$ cat src/aac_pkg.sv
// Package: register map, field layout, reset values and timing for the amp control bank
package aac_pkg;

  // ****************************************************************
  // Register offsets (byte-wide register address, 16-bit data)
  // ****************************************************************
  localparam logic [7:0] AAC_ADDR_HIGHPASS = 8'h12;
  localparam logic [7:0] AAC_ADDR_GAIN     = 8'h13;
  localparam logic [7:0] AAC_ADDR_DML      = 8'h14;
  localparam logic [7:0] AAC_ADDR_STATUS   = 8'h15;

  // ****************************************************************
  // Field positions
  // ****************************************************************
  localparam int AAC_CORNER_MSB      = 8;
  localparam int AAC_ZC_BIT          = 12;
  localparam int AAC_GAIN_MSB        = 7;
  localparam int AAC_DEEMPH_MSB      = 11;
  localparam int AAC_DEEMPH_LSB      = 10;
  localparam int AAC_HARD_MUTE_BIT   = 9;
  localparam int AAC_SOFT_MUTE_BIT   = 8;
  localparam int AAC_CEIL_MSB        = 7;
  localparam int AAC_ST_SWITCH_BIT   = 14;
  localparam int AAC_ST_REG_GOOD_BIT = 13;
  localparam int AAC_ST_STATE_MSB    = 10;
  localparam int AAC_ST_STATE_LSB    = 9;
  localparam int AAC_ST_IN2_LSB      = 6;
  localparam int AAC_ST_IN1_LSB      = 3;
  localparam int AAC_ST_OC_POS_BIT   = 2;
  localparam int AAC_ST_OC_NEG_BIT   = 1;
  localparam int AAC_ST_OT_BIT       = 0;

  // ****************************************************************
  // Reset values
  // ****************************************************************
  localparam logic [8:0] AAC_CORNER_RST  = 9'h004;
  localparam logic       AAC_ZC_RST      = 1'b1;
  localparam logic [7:0] AAC_GAIN_RST    = 8'hBD;
  localparam logic [1:0] AAC_DEEMPH_RST  = 2'h0;
  localparam logic       AAC_HARD_RST    = 1'b0;
  localparam logic       AAC_SOFT_RST    = 1'b0;
  localparam logic [7:0] AAC_CEIL_RST    = 8'hBD;

  // ****************************************************************
  // Timing: clock, soft-mute step, hard-mute PWM half period
  // ****************************************************************
  localparam int AAC_CLK_PERIOD_PS   = 4000;
  localparam int AAC_RAMP_STEP_NS    = 1000;
  localparam int AAC_RAMP_STEP_CYC   = (AAC_RAMP_STEP_NS * 1000) / AAC_CLK_PERIOD_PS;
  localparam int AAC_PWM_HALF_NS     = 1000;
  localparam int AAC_PWM_HALF_CYC    = (AAC_PWM_HALF_NS * 1000) / AAC_CLK_PERIOD_PS;
  localparam int AAC_RAMP_STEPS      = 16;

  // ****************************************************************
  // Carriers
  // ****************************************************************
  typedef struct packed {
    logic bitclk_ratio_fault;
    logic frame_rate_high;
    logic frame_rate_low;
  } aac_serial_fault_s;

  typedef struct packed {
    logic [8:0] dc_block_corner_code;
    logic [1:0] deemph_select;
    logic       hard_mute;
    logic       soft_mute;
    logic [7:0] power_ceiling;
  } aac_ctrl_s;

endpackage : aac_pkg

$ cat src/aac_regs.sv
// Control and status register bank of the class-D amplifier sound path
//
// Contract
// - Nine-bit corner code, bits 8:0, reset 0x04
// - Bit 12 defers gain to zero crossing
// - Eight-bit gain code, bits 7:0, reset 0xBD
// - Two-bit de-emphasis select, bits 11:10, reset 00
// - Bit 9 hard mute: 50% PWM output
// - Bit 8 soft mute with raised-cosine ramp
// - Eight-bit power ceiling, bits 7:0, reset 0xBD
// - Status 14: power stage switching
// - Status 13: analog regulator good
// - Status 10:9: amplifier start-up state
// - Status 8: input 2 bit-clock ratio fault
// - Status 7: input 2 frame rate high
// - Status 6: input 2 frame rate low
// - Status 5: input 1 bit-clock ratio fault
// - Status 4: input 1 frame rate high
// - Status 3: input 1 frame rate low
// - Low status bits: protections read 0 active
`timescale 1ns/1ps
module aac_regs
  import aac_pkg::*;
#(
  parameter int RAMP_STEP_CYC = AAC_RAMP_STEP_CYC,
  parameter int PWM_HALF_CYC  = AAC_PWM_HALF_CYC
) (
  input  wire logic                       i_clk_sys,
  input  wire logic                       i_rst,
  // Register port from the two-wire control bus front end
  input  wire logic [7:0]                 i_reg_addr,
  input  wire logic                       i_reg_wr,
  input  wire logic [15:0]                i_reg_wdata,
  input  wire logic                       i_reg_rd,
  output logic      [15:0]                o_reg_rdata,
  output logic                            o_reg_rvalid,
  // Status sources from the analog and serial-input sections
  input  wire logic                       i_stage_switching,
  input  wire logic                       i_analog_regulator_good,
  input  wire logic [1:0]                 i_output_stage_state,
  input  wire aac_pkg::aac_serial_fault_s i_in1_fault,
  input  wire aac_pkg::aac_serial_fault_s i_in2_fault,
  input  wire logic                       i_overcurrent_pos_active,
  input  wire logic                       i_overcurrent_neg_active,
  input  wire logic                       i_overtemp_active,
  // Zero crossing pulse from the sound datapath
  input  wire logic                       i_zero_cross,
  // Controls to the sound datapath and power stage
  output aac_pkg::aac_ctrl_s              o_ctrl,
  output logic      [7:0]                 o_gain_applied,
  output logic      [7:0]                 o_mute_scale,
  output logic                            o_soft_muted,
  output logic                            o_hard_mute,
  output logic                            o_hard_mute_pwm
);

  // ****************************************************************
  // Local declarations
  // ****************************************************************
  localparam int SYNC_W = 13;
  localparam logic [15:0] PWM_LAST = 16'(PWM_HALF_CYC - 1);

  logic [8:0]   corner_r;
  logic         zc_update_r;
  logic [7:0]   gain_code_r;
  logic [1:0]   deemph_r;
  logic         hard_mute_r;
  logic         soft_mute_r;
  logic [7:0]   ceiling_r;

  logic         gain_pending_r;
  logic [15:0]  pwm_cnt_r;

  logic         wr_highpass;
  logic         wr_gain;
  logic         wr_dml;

  logic [SYNC_W-1:0] stat_raw;
  logic [SYNC_W-1:0] stat_sync;
  logic [15:0]  status_word;
  logic [15:0]  rdata_nxt;

  logic [7:0]   ramp_scale;
  logic         ramp_muted;

  // ****************************************************************
  // Write decode
  // ****************************************************************

  // Status offset is absent here, so a write to it falls through
  assign wr_highpass = i_reg_wr && (i_reg_addr == AAC_ADDR_HIGHPASS);
  assign wr_gain     = i_reg_wr && (i_reg_addr == AAC_ADDR_GAIN);
  assign wr_dml      = i_reg_wr && (i_reg_addr == AAC_ADDR_DML);

  // ****************************************************************
  // High-pass corner register
  // ****************************************************************

  // Only bits 8:0 are stored; upper bits are dropped on write
  always_ff @(posedge i_clk_sys or posedge i_rst) begin
    if (i_rst) begin
      corner_r <= AAC_CORNER_RST;
    end else if (wr_highpass) begin
      corner_r <= i_reg_wdata[AAC_CORNER_MSB:0];
    end
  end

  // ****************************************************************
  // Gain register and zero-cross mode bit
  // ****************************************************************

  // Stored gain code as software last wrote it
  always_ff @(posedge i_clk_sys or posedge i_rst) begin
    if (i_rst) begin
      gain_code_r <= AAC_GAIN_RST;
      zc_update_r <= AAC_ZC_RST;
    end else if (wr_gain) begin
      gain_code_r <= i_reg_wdata[AAC_GAIN_MSB:0];
      zc_update_r <= i_reg_wdata[AAC_ZC_BIT];
    end
  end

  // Pending flag: a new write wins over a zero crossing in the same
  // cycle, so the fresh code waits for the next crossing
  always_ff @(posedge i_clk_sys or posedge i_rst) begin
    if (i_rst) begin
      gain_pending_r <= 1'b0;
    end else if (wr_gain && i_reg_wdata[AAC_ZC_BIT]) begin
      gain_pending_r <= 1'b1;
    end else if (wr_gain || !zc_update_r || i_zero_cross) begin
      gain_pending_r <= 1'b0;
    end
  end

  // Gain in use by the datapath; immediate when deferral is off,
  // otherwise at a crossing, or at once if software drops deferral
  always_ff @(posedge i_clk_sys or posedge i_rst) begin
    if (i_rst) begin
      o_gain_applied <= AAC_GAIN_RST;
    end else if (wr_gain && !i_reg_wdata[AAC_ZC_BIT]) begin
      o_gain_applied <= i_reg_wdata[AAC_GAIN_MSB:0];
    end else if (gain_pending_r && !wr_gain && (i_zero_cross || !zc_update_r)) begin
      o_gain_applied <= gain_code_r;
    end
  end

  // ****************************************************************
  // De-emphasis, mute and power ceiling register
  // ****************************************************************

  // Reserved bits 15:12 are never stored
  always_ff @(posedge i_clk_sys or posedge i_rst) begin
    if (i_rst) begin
      deemph_r    <= AAC_DEEMPH_RST;
      hard_mute_r <= AAC_HARD_RST;
      soft_mute_r <= AAC_SOFT_RST;
      ceiling_r   <= AAC_CEIL_RST;
    end else if (wr_dml) begin
      deemph_r    <= i_reg_wdata[AAC_DEEMPH_MSB:AAC_DEEMPH_LSB];
      hard_mute_r <= i_reg_wdata[AAC_HARD_MUTE_BIT];
      soft_mute_r <= i_reg_wdata[AAC_SOFT_MUTE_BIT];
      ceiling_r   <= i_reg_wdata[AAC_CEIL_MSB:0];
    end
  end

  // Control bundle to the datapath, one cycle behind the registers
  always_ff @(posedge i_clk_sys or posedge i_rst) begin
    if (i_rst) begin
      o_ctrl <= '{dc_block_corner_code: AAC_CORNER_RST,
                  deemph_select:        AAC_DEEMPH_RST,
                  hard_mute:            AAC_HARD_RST,
                  soft_mute:            AAC_SOFT_RST,
                  power_ceiling:        AAC_CEIL_RST};
    end else begin
      o_ctrl.dc_block_corner_code <= corner_r;
      o_ctrl.deemph_select        <= deemph_r;
      o_ctrl.hard_mute            <= hard_mute_r;
      o_ctrl.soft_mute            <= soft_mute_r;
      o_ctrl.power_ceiling        <= ceiling_r;
    end
  end

  // ****************************************************************
  // Hard mute: square wave at half duty on the output stage
  // ****************************************************************

  // Counter only runs while muted, so the wave starts low each time
  always_ff @(posedge i_clk_sys or posedge i_rst) begin
    if (i_rst) begin
      pwm_cnt_r <= '0;
    end else if (!hard_mute_r || pwm_cnt_r == PWM_LAST) begin
      pwm_cnt_r <= '0;
    end else begin
      pwm_cnt_r <= pwm_cnt_r + 16'd1;
    end
  end

  // Equal high and low half periods give the 50% duty cycle
  always_ff @(posedge i_clk_sys or posedge i_rst) begin
    if (i_rst) begin
      o_hard_mute     <= 1'b0;
      o_hard_mute_pwm <= 1'b0;
    end else begin
      o_hard_mute <= hard_mute_r;
      if (!hard_mute_r) begin
        o_hard_mute_pwm <= 1'b0;
      end else if (pwm_cnt_r == PWM_LAST) begin
        o_hard_mute_pwm <= !o_hard_mute_pwm;
      end
    end
  end

  // ****************************************************************
  // Soft mute ramp
  // ****************************************************************

  // Shaped both ways: down on set, back up on clear
  aac_soft_ramp #(
    .STEP_CYC (RAMP_STEP_CYC)
  ) u_soft_ramp (
    .i_clk_sys (i_clk_sys),
    .i_rst     (i_rst),
    .i_mute    (soft_mute_r),
    .o_scale   (ramp_scale),
    .o_muted   (ramp_muted)
  );

  // Re-registered so top outputs come straight from flops
  always_ff @(posedge i_clk_sys or posedge i_rst) begin
    if (i_rst) begin
      o_mute_scale <= 8'hFF;
      o_soft_muted <= 1'b0;
    end else begin
      o_mute_scale <= ramp_scale;
      o_soft_muted <= ramp_muted;
    end
  end

  // ****************************************************************
  // Status capture
  // ****************************************************************

  // Sources live in other domains; a two-bit state may show one
  // intermediate value during a transition, acceptable for polling
  assign stat_raw = {i_stage_switching,
                     i_analog_regulator_good,
                     i_output_stage_state,
                     i_in2_fault,
                     i_in1_fault,
                     !i_overcurrent_pos_active,
                     !i_overcurrent_neg_active,
                     !i_overtemp_active};

  aac_sync #(
    .WIDTH (SYNC_W)
  ) u_status_sync (
    .i_clk_sys (i_clk_sys),
    .i_rst     (i_rst),
    .i_async   (stat_raw),
    .o_sync    (stat_sync)
  );

  // Assemble the read-only word; reserved 15 and 12:11 read zero
  always_comb begin
    status_word = 16'h0000;
    status_word[AAC_ST_SWITCH_BIT]   = stat_sync[12];
    status_word[AAC_ST_REG_GOOD_BIT] = stat_sync[11];
    status_word[AAC_ST_STATE_MSB:AAC_ST_STATE_LSB] = stat_sync[10:9];
    status_word[AAC_ST_IN2_LSB+2]    = stat_sync[8];
    status_word[AAC_ST_IN2_LSB+1]    = stat_sync[7];
    status_word[AAC_ST_IN2_LSB]      = stat_sync[6];
    status_word[AAC_ST_IN1_LSB+2]    = stat_sync[5];
    status_word[AAC_ST_IN1_LSB+1]    = stat_sync[4];
    status_word[AAC_ST_IN1_LSB]      = stat_sync[3];
    status_word[AAC_ST_OC_POS_BIT]   = stat_sync[2];
    status_word[AAC_ST_OC_NEG_BIT]   = stat_sync[1];
    status_word[AAC_ST_OT_BIT]       = stat_sync[0];
  end

  // ****************************************************************
  // Read path
  // ****************************************************************

  // Reserved bits zero-filled; unknown offsets return zero
  always_comb begin
    rdata_nxt = 16'h0000;
    case (i_reg_addr)
      AAC_ADDR_HIGHPASS: rdata_nxt[AAC_CORNER_MSB:0] = corner_r;
      AAC_ADDR_GAIN: begin
        rdata_nxt[AAC_ZC_BIT]       = zc_update_r;
        rdata_nxt[AAC_GAIN_MSB:0]   = gain_code_r;
      end
      AAC_ADDR_DML: begin
        rdata_nxt[AAC_DEEMPH_MSB:AAC_DEEMPH_LSB] = deemph_r;
        rdata_nxt[AAC_HARD_MUTE_BIT] = hard_mute_r;
        rdata_nxt[AAC_SOFT_MUTE_BIT] = soft_mute_r;
        rdata_nxt[AAC_CEIL_MSB:0]    = ceiling_r;
      end
      AAC_ADDR_STATUS:   rdata_nxt = status_word;
      default:           rdata_nxt = 16'h0000;
    endcase
  end

  // Read data is held until the next read
  always_ff @(posedge i_clk_sys or posedge i_rst) begin
    if (i_rst) begin
      o_reg_rdata  <= 16'h0000;
      o_reg_rvalid <= 1'b0;
    end else begin
      o_reg_rvalid <= i_reg_rd;
      if (i_reg_rd) begin
        o_reg_rdata <= rdata_nxt;
      end
    end
  end

endmodule : aac_regs

$ cat src/aac_sync.sv
// Two-flop level synchroniser for pin and analog status inputs
`timescale 1ns/1ps
module aac_sync #(
  parameter int WIDTH = 1
) (
  input  wire logic             i_clk_sys,
  input  wire logic             i_rst,
  input  wire logic [WIDTH-1:0] i_async,
  output logic      [WIDTH-1:0] o_sync
);

  // ****************************************************************
  // Synchroniser chain
  // ****************************************************************
  logic [WIDTH-1:0] meta_r;

  // First stage feeds only the second stage
  always_ff @(posedge i_clk_sys or posedge i_rst) begin
    if (i_rst) begin
      meta_r <= '0;
      o_sync <= '0;
    end else begin
      meta_r <= i_async;
      o_sync <= meta_r;
    end
  end

endmodule : aac_sync

$ cat src/aac_soft_ramp.sv
// Raised-cosine soft-mute ramp generator
`timescale 1ns/1ps
module aac_soft_ramp
  import aac_pkg::*;
#(
  parameter int STEP_CYC = AAC_RAMP_STEP_CYC
) (
  input  wire logic       i_clk_sys,
  input  wire logic       i_rst,
  input  wire logic       i_mute,
  output logic      [7:0] o_scale,
  output logic            o_muted
);

  // ****************************************************************
  // Raised-cosine table, 17 points from silence to full scale
  // ****************************************************************
  function automatic logic [7:0] aac_cos_lut(input logic [4:0] idx);
    case (idx)
      5'd0:    aac_cos_lut = 8'h00;
      5'd1:    aac_cos_lut = 8'h02;
      5'd2:    aac_cos_lut = 8'h0A;
      5'd3:    aac_cos_lut = 8'h15;
      5'd4:    aac_cos_lut = 8'h25;
      5'd5:    aac_cos_lut = 8'h39;
      5'd6:    aac_cos_lut = 8'h4F;
      5'd7:    aac_cos_lut = 8'h66;
      5'd8:    aac_cos_lut = 8'h80;
      5'd9:    aac_cos_lut = 8'h99;
      5'd10:   aac_cos_lut = 8'hB0;
      5'd11:   aac_cos_lut = 8'hC6;
      5'd12:   aac_cos_lut = 8'hDA;
      5'd13:   aac_cos_lut = 8'hEA;
      5'd14:   aac_cos_lut = 8'hF5;
      5'd15:   aac_cos_lut = 8'hFC;
      default: aac_cos_lut = 8'hFF;
    endcase
  endfunction : aac_cos_lut

  localparam logic [4:0]  POS_FULL = 5'(AAC_RAMP_STEPS);
  localparam logic [15:0] STEP_LAST = 16'(STEP_CYC - 1);

  logic [15:0] tick_cnt_r;
  logic [4:0]  pos_r;
  logic        tick;

  assign tick = (tick_cnt_r == STEP_LAST);

  // Step pacing counter; free running keeps the ramp rate fixed
  always_ff @(posedge i_clk_sys or posedge i_rst) begin
    if (i_rst) begin
      tick_cnt_r <= '0;
    end else if (tick) begin
      tick_cnt_r <= '0;
    end else begin
      tick_cnt_r <= tick_cnt_r + 16'd1;
    end
  end

  // Position walks down to silence on mute, back up when released
  always_ff @(posedge i_clk_sys or posedge i_rst) begin
    if (i_rst) begin
      pos_r <= POS_FULL;
    end else if (tick && i_mute && pos_r != 5'd0) begin
      pos_r <= pos_r - 5'd1;
    end else if (tick && !i_mute && pos_r != POS_FULL) begin
      pos_r <= pos_r + 5'd1;
    end
  end

  // Registered shaped scale and silence flag
  always_ff @(posedge i_clk_sys or posedge i_rst) begin
    if (i_rst) begin
      o_scale <= 8'hFF;
      o_muted <= 1'b0;
    end else begin
      o_scale <= aac_cos_lut(pos_r);
      o_muted <= (pos_r == 5'd0);
    end
  end

endmodule : aac_soft_ramp

$ cat config.mk
export PLATFORM = sky130hd
export DESIGN_NAME = aac_regs
export DESIGN_NICKNAME = d
export VERILOG_FILES = /design/src/aac_pkg.sv /design/src/aac_regs.sv /design/src/aac_sync.sv /design/src/aac_soft_ramp.sv
export SDC_FILE = /design/constraint.sdc
export NUM_CORES = 1
export LEC_CHECK = 0
export ABC_AREA = 0
export BUFFER_PORTS_ARGS = -buffer_cell sky130_fd_sc_hd__buf_4
export CELL_PAD_IN_SITES_DETAIL_PLACEMENT = 0
export CELL_PAD_IN_SITES_GLOBAL_PLACEMENT = 1
export CORE_ASPECT_RATIO = 0.75
export CORE_MARGIN = 2
export CORE_UTILIZATION = 46
export CTS_BUF_LIST = sky130_fd_sc_hd__clkbuf_4 sky130_fd_sc_hd__clkbuf_8 sky130_fd_sc_hd__clkbuf_16
export CTS_CLUSTER_SIZE = 14
export DETAILED_ROUTE_END_ITERATION = 16
export GPL_ROUTABILITY_DRIVEN = 0
export HOLD_SLACK_MARGIN = 0.08
export PLACE_DENSITY_LB_ADDON = 0.1
export REMOVE_ABC_BUFFERS = 1
export SLEW_MARGIN = 25
export SYNTH_ARGS = -nofsm -noshare
export SYNTH_HDL_FRONTEND = slang
export SYNTH_SLANG_ARGS = --single-unit
$ cat constraint.sdc
create_clock -name i_clk_sys -period 5.4 [get_ports i_clk_sys]
set_input_delay 0.81 -clock i_clk_sys [delete_from_list [all_inputs] [get_ports i_clk_sys]]
set_output_delay 0.81 -clock i_clk_sys [all_outputs]
set_load 0.01 [all_outputs]
### Word level (Yosys, flattened, before mapping)

Memory sizes are Yosys's and may differ from the RTL's.
Index checks and enable logic that the tools add are counted.

| word-level totals | value |
|---|---|
| register bits | 159 |
| bits in read-only memories | 128 |
| memories kept | 1 |

| cells by class | value |
|---|---|
| add/subtract/negate cells | 4 |
| equal/unequal tests | 8 |
| multiplexer cells | 16 |
| reduce and logical (&&, ||, !) cells | 29 |

Memories:

| name | depth | bits a word | read ports | clocked after Yosys merged registers in | wr ports | RTL line | text |
|---|---|---|---|---|---|---|---|
| (no name shown) | 16 | 8 | 1 | 0 | 0 | aac_soft_ramp.sv:19 | `case (idx)` |

Operators by type and width:

| cell | number |
|---|---|
| $add A16 B1 Y16 const B | 2 |
| $eq A16 B8 Y1 const B | 2 |
| $eq A8 B5 Y1 const B | 4 |
| $mux W16 | 2 |
| $pmux W8 S4 | 1 |
| $mux W8 | 3 |
| $logic_and A1 B1 Y1 | 11 |
| $mux W5 | 2 |
| $logic_not A1 Y1 | 9 |
| $pmux W3 S2 | 1 |
| $reduce_bool A2 Y1 | 3 |
| $add A5 B1 Y5 const B | 1 |
| $logic_not A5 Y1 | 1 |
| $mux W1 | 5 |
| $ne A5 B5 Y1 const B | 1 |
| $reduce_bool A5 Y1 | 1 |
| $sub A5 B1 Y5 const B | 1 |
| $logic_or A1 B1 Y1 | 4 |
| $pmux W1 S3 | 1 |
| $mux W2 | 1 |
| $ne A2 B1 Y1 const B | 1 |

### Logic depth before layout (Yosys ltp)

| depth | value |
|---|---|
| word-level depth | 7 |
| gate-level depth with buffers | 12 |

### Hierarchy

From an unflattened synthesis, not the netlist that was laid out.

| unflattened totals | value |
|---|---|
| cells, all modules | 502 |
| area total of the unflattened synthesis | 6432.4 µm² |

By module, submodules not included:

| module | instances | cells each | area each (µm²) | seq. area each (µm²) |
|---|---|---|---|---|
| aac_regs | 1 | 305 | 4121.5 | 2596.2 |
| aac_soft_ramp | 1 | 170 | 1656.6 | 762.0 |
| aac_sync | 1 | 27 | 654.4 | 650.6 |

### Worst setup path after synthesis

Ideal clock, no wire load.

| path | value |
|---|---|
| path kind | reg-to-reg |
| start | register u_soft_ramp.tick_cnt_r[8] |
| end | register u_soft_ramp.pos_r[4] |
| arrival time | 2.384 ns |
| required time | 5.323 ns |
| slack | 2.938 ns |
| cell stages (with the launch flop) | 11 |
| buffers on the path | 0 |
| clock period less this slack | 2.462 ns |
| path through | dfrtp_1 nor4b_1 nand2_1 nor3_2 nand3b_1 fa_1 nand2b_1 a21oi_1 nand2b_1 a31oi_1 a31oi_1 |

| between the ends | value |
|---|---|
| cells in the longest elaborated chain, start to end | 4 |

RTL lines:

| what | RTL line | text |
|---|---|---|
| start, declared | aac_soft_ramp.sv:43 | `logic [15:0] tick_cnt_r;` |
| start signal, assigned | aac_soft_ramp.sv:56 | `tick_cnt_r <= tick_cnt_r + 16'd1;` |
| $eq A16 B8 Y1 * | aac_soft_ramp.sv:47 | `assign tick = (tick_cnt_r == STEP_LAST);` |
| $logic_and A1 B1 Y1, on equally long branches (2 in a row) | aac_soft_ramp.sv:64, aac_soft_ramp.sv:66 |  |
| $mux W5 / $reduce_bool A2 Y1 (equally long branches) | -- |  |
| end signal, assigned | aac_soft_ramp.sv:65 | `pos_r <= pos_r - 5'd1;` |
| end signal, assigned | aac_soft_ramp.sv:67 | `pos_r <= pos_r + 5'd1;` |
| end, declared | aac_soft_ramp.sv:44 | `logic [4:0] pos_r;` |

Every way passes the cells marked *; elsewhere a longest branch is shown, timed or not.
A chain may end at the register's enable or synchronous reset.

### Worst setup path in the final report

Same ends and word-level chain as after synthesis.

==> results_dict.tcl <==
set metrics [dict create \
    first_global_vias 4003 \
    async_s_r_ff_share_synth_pct 100 \
    port_buffers 94 \
    post_cts_hold_buffer_count 0 \
    post-route-util_pct 57.6 \
    design.die.area_mm2 0.0147 \
    drt_first_pass_iters 5 \
    grt_first_pass_wirelength_um 20600 \
    multi_input_comb_area_mm2 0.00212 \
    setup_repair_after_global_routing_missed_its_margin "no" \
    worst-slew-pin-transition_ps 1030 \
    post_drt_via_cell_ratio 5.23 \
    placementRows 37 \
    crit_required_ps 5740 \
    fin_worst_skew_ps 9.74 \
    route.vias.total 4046 \
    critical_path.endpoint_type "flop" \
    critPathSlowestCell "sky130_fd_sc_hd__nor3_2" \
    max_slew_margin_pct 31.1 \
    synth.lib_cells_used.distinct 53 \
    post_cts_resized 0 \
    avgRoutedWirePerCell_um 16.5 \
    seqCellArea_mm2 0.00401 \
    clock_tree_from_tritoncts "built" \
    dominantRegCellSynth "sky130_fd_sc_hd__dfrtp_1" \
    antenna_found_initial 0 \
    yosysSeqAreaShare_pct 63.3 \
    critical_path.max_fanout 9 \
    final_clock_period_utilization_by_the_worst_path_pct 53.6 \
    flow.area_growth_from_synthesis_pct 23.4 \
    critical_path.cell_chain "nor4b_1 > nand2_1 > nor3_2 > nand3b_1 > fa_1 > nand2b_1 > a21oi_1 > nand2b_1 > a31oi_1 > a31oi_1" \
    maximum_number_of_pins_on_one_net_before_global_route_repair 105 \
    r2r_setup_slack_ps 2510 \
    worstReg2RegStart "u_soft_ramp.tick_cnt_r[8]$_DFF_PP0_" \
    ff2ff_path_depth 10 \
    place_ws_ps 2190 \
    layout-drive-gt1-share_pct 36.1 \
    first_drt_iteration_drcs 249 \
    hold_path_startpoint "u_status_sync.meta_r[7]$_DFF_PP0_" \
    remaining_drc_errors 0 \
    status "completed" \
    die-height_um 106 \
    post_synth_instance_area_mm2 0.00633 \
    vdd.ir_drop.worst_mv 0.211 \
    clkSinkCount 158 \
    clkTransAtPathRegs_ps 70 \
    worst_hold_path.num_cells 0 \
    cts_inserted_buffers 17 \
    grt.overflow.total 0 \
    cellPowerDensity_mw_per_mm2 339 \
    number_of_top_level_pins 99 \
    postLayoutSetupSlackWorst_ps 2510 \
    post_synth_inst_count 489 \
    finalCriticalPeriod_ps 2890 \
    start_util_pct 46.7 \
    setup_crit_start_kind "flop" \
    filler_cell_count 1113 \
    layout.cells.most_common "sky130_fd_sc_hd__dfrtp_1" \
    clk-insertion-delay-late_ps 410 \
    achievable-frequency_mhz 345 \
    dp_hpwl_um 8630 \
    arrival_ps 3240 \
    num-nets-final 642 \
    hold_path_class "flop to flop" \
    power.static_leakage_nw 3.60 \
    cts.root.buffer_cell "sky130_fd_sc_hd__clkbuf_16" \
    timing.final.hold_violations 0 \
    postRouteWirelength_um 12800 \
    reg2reg_to "u_soft_ramp.pos_r[4]$_DFFE_PP1P_" \
    max-cap-violations 0 \
    ys.warnings.count 0 \
    die-width_um 140 \
    antenna_cells 0 \
    cts_htree_levels 4 \
    cts_post_setup_buffers_inserted 0 \
    drv_slew 0 \
    worstSetupPathType "flop to flop" \
    tns_ps 0 \
    worstHoldEndpoint "u_status_sync.o_sync[7]$_DFF_PP0_" \
    yosys_register_bits 158 \
    synth_enable_flop_cells 0 \
    cpPeakStageDelay_ps 510 \
    grt.total_usage_pct 18.1 \
    placeable_core_region_mm2 0.0136 \
    clock_tree.buffer_depth 2 \
    syn_area_per_cell_um2 13.0 \
    fin_hold_ws_ps 349 \
    report.final.setup_viol 0 \
    layout.cells.most_common_list "sky130_fd_sc_hd__dfrtp_1, sky130_fd_sc_hd__buf_4, sky130_fd_sc_hd__dfstp_2" \
    antenna_violating_nets_post_route 0 \
]
-- power by group --
| group | internal (W) | leakage (nW) | switching [W] |
|---|---|---|---|
| clock | 0.000789 | 0.307 | 0.000491 |
| combinational | 0.0000554 | 1.35 | 0.0000688 |
| sequential | 0.00123 | 1.95 | 0.0000179 |
| total | 0.00207 | 3.60 | 0.000578 |
-- synthesized netlist by cell type, types with 4 or more instances --
cell | number | share of area, %
sky130_fd_sc_hd__a21oi_1 | 4 | 0.32
sky130_fd_sc_hd__xnor2_1 | 21 | 2.9
sky130_fd_sc_hd__clkbuf_1 | 10 | 0.59
sky130_fd_sc_hd__nand4_1 | 9 | 0.89
sky130_fd_sc_hd__o32ai_1 | 4 | 0.55
sky130_fd_sc_hd__o22a_1 | 4 | 0.55
sky130_fd_sc_hd__inv_1 | 30 | 1.8
sky130_fd_sc_hd__and4_1 | 5 | 0.69
sky130_fd_sc_hd__ha_1 | 13 | 2.6
sky130_fd_sc_hd__a21oi_2 | 8 | 1.1
sky130_fd_sc_hd__nor2b_1 | 7 | 0.69
sky130_fd_sc_hd__dfstp_2 | 44 | 18
sky130_fd_sc_hd__nand2b_1 | 6 | 0.59
sky130_fd_sc_hd__xor2_1 | 12 | 1.7
sky130_fd_sc_hd__nand3_1 | 12 | 0.95
sky130_fd_sc_hd__o21ai_0 | 7 | 0.55
sky130_fd_sc_hd__mux2_2 | 30 | 5.3
sky130_fd_sc_hd__nor2_1 | 40 | 2.4
sky130_fd_sc_hd__o2bb2ai_1 | 7 | 0.97
sky130_fd_sc_hd__o22ai_1 | 8 | 0.79
sky130_fd_sc_hd__dfrtp_1 | 114 | 45
sky130_fd_sc_hd__mux2i_1 | 12 | 1.9
sky130_fd_sc_hd__a221oi_1 | 8 | 1.1
sky130_fd_sc_hd__nor3_1 | 6 | 0.47
sky130_fd_sc_hd__a32o_1 | 4 | 0.63
sky130_fd_sc_hd__nand2_1 | 21 | 1.2
-- stage by stage --
stage	instance area, um2	total power (W)	cells
6_report	7820	0.00265	774
5_1_grt	7820	0.00275	774
4_1_cts	7820	0.00268	774
3_5_place_dp	7180	0.00139	742
3_3_place_gp	7180	0.00139	742
2_1_floorplan	6250	0.00132	472
-- area by class of cell --
| class | instances | share of cell area, % |
|---|---|---|
| clock buffers | 18 | 5.54 |
| clock inverters | 14 | 2.58 |
| inverters | 30 | 1.50 |
| multi-input cells | 284 | 27.2 |
| flip-flops and latches | 158 | 51.3 |
| well taps | 175 | 2.80 |
| repair buffers | 95 | 9.12 |
-- worst max path at each step --
stage / startpoint / to / slack (ps) / depth (start not counted)
floorplan: i_rst / ceiling_r[1]$_DFFE_PP0P_ / 400 / 1
global placement: i_reg_addr[1] / deemph_r[1]$_DFFE_PP0P_ / 2230 / 5
detailed placement: i_reg_addr[1] / ceiling_r[1]$_DFFE_PP0P_ / 2190 / 5
CTS: u_soft_ramp.tick_cnt_r[8]$_DFF_PP0_ / u_soft_ramp.pos_r[4]$_DFFE_PP1P_ / 2450 / 10
global route: u_soft_ramp.tick_cnt_r[8]$_DFF_PP0_ / u_soft_ramp.pos_r[4]$_DFFE_PP1P_ / 2200 / 10
finish: u_soft_ramp.tick_cnt_r[8]$_DFF_PP0_ / u_soft_ramp.pos_r[4]$_DFFE_PP1P_ / 2510 / 10
-- state kept, by name (all words and copies together) (netlist names), 9 cells and up --
register,count
o_ctrl,20
corner_r,9
u_soft_ramp.tick_cnt_r,16
pwm_cnt_r,16
u_status_sync.o_sync,13
o_reg_rdata,15
u_status_sync.meta_r,13
-- layer usage --
metal	routed length (um)	GRT usage, %	up-vias
met3	584	5.32	13
li1	-	-	1896
met5	0	0	-
met2	5830	27.0	85
met1	6230	25.9	2052
met4	127	5.19	0
-- worst max-delay path, delay by kind of cell (launching register included) --
kind | cells | cell delay (ps)
AOI/OAI and AO/OA | 3 | 470
and+or+nand+nor | 6 | 1490
DFF | 1 | 420
adders and majority gates | 1 | 440
-- cells by family after synthesis --
family / share of synthesized area, %
adders and majority gates: 2.88
buffers and inverters: 3.18
muxes: 7.23
xor gates and xnor gates: 4.56
DFF: 63.3
AOI/OAI and AO/OA: 8.41
other: 0.0592
and+or+nand+nor: 10.4
(Power assumes the default switching activity.)
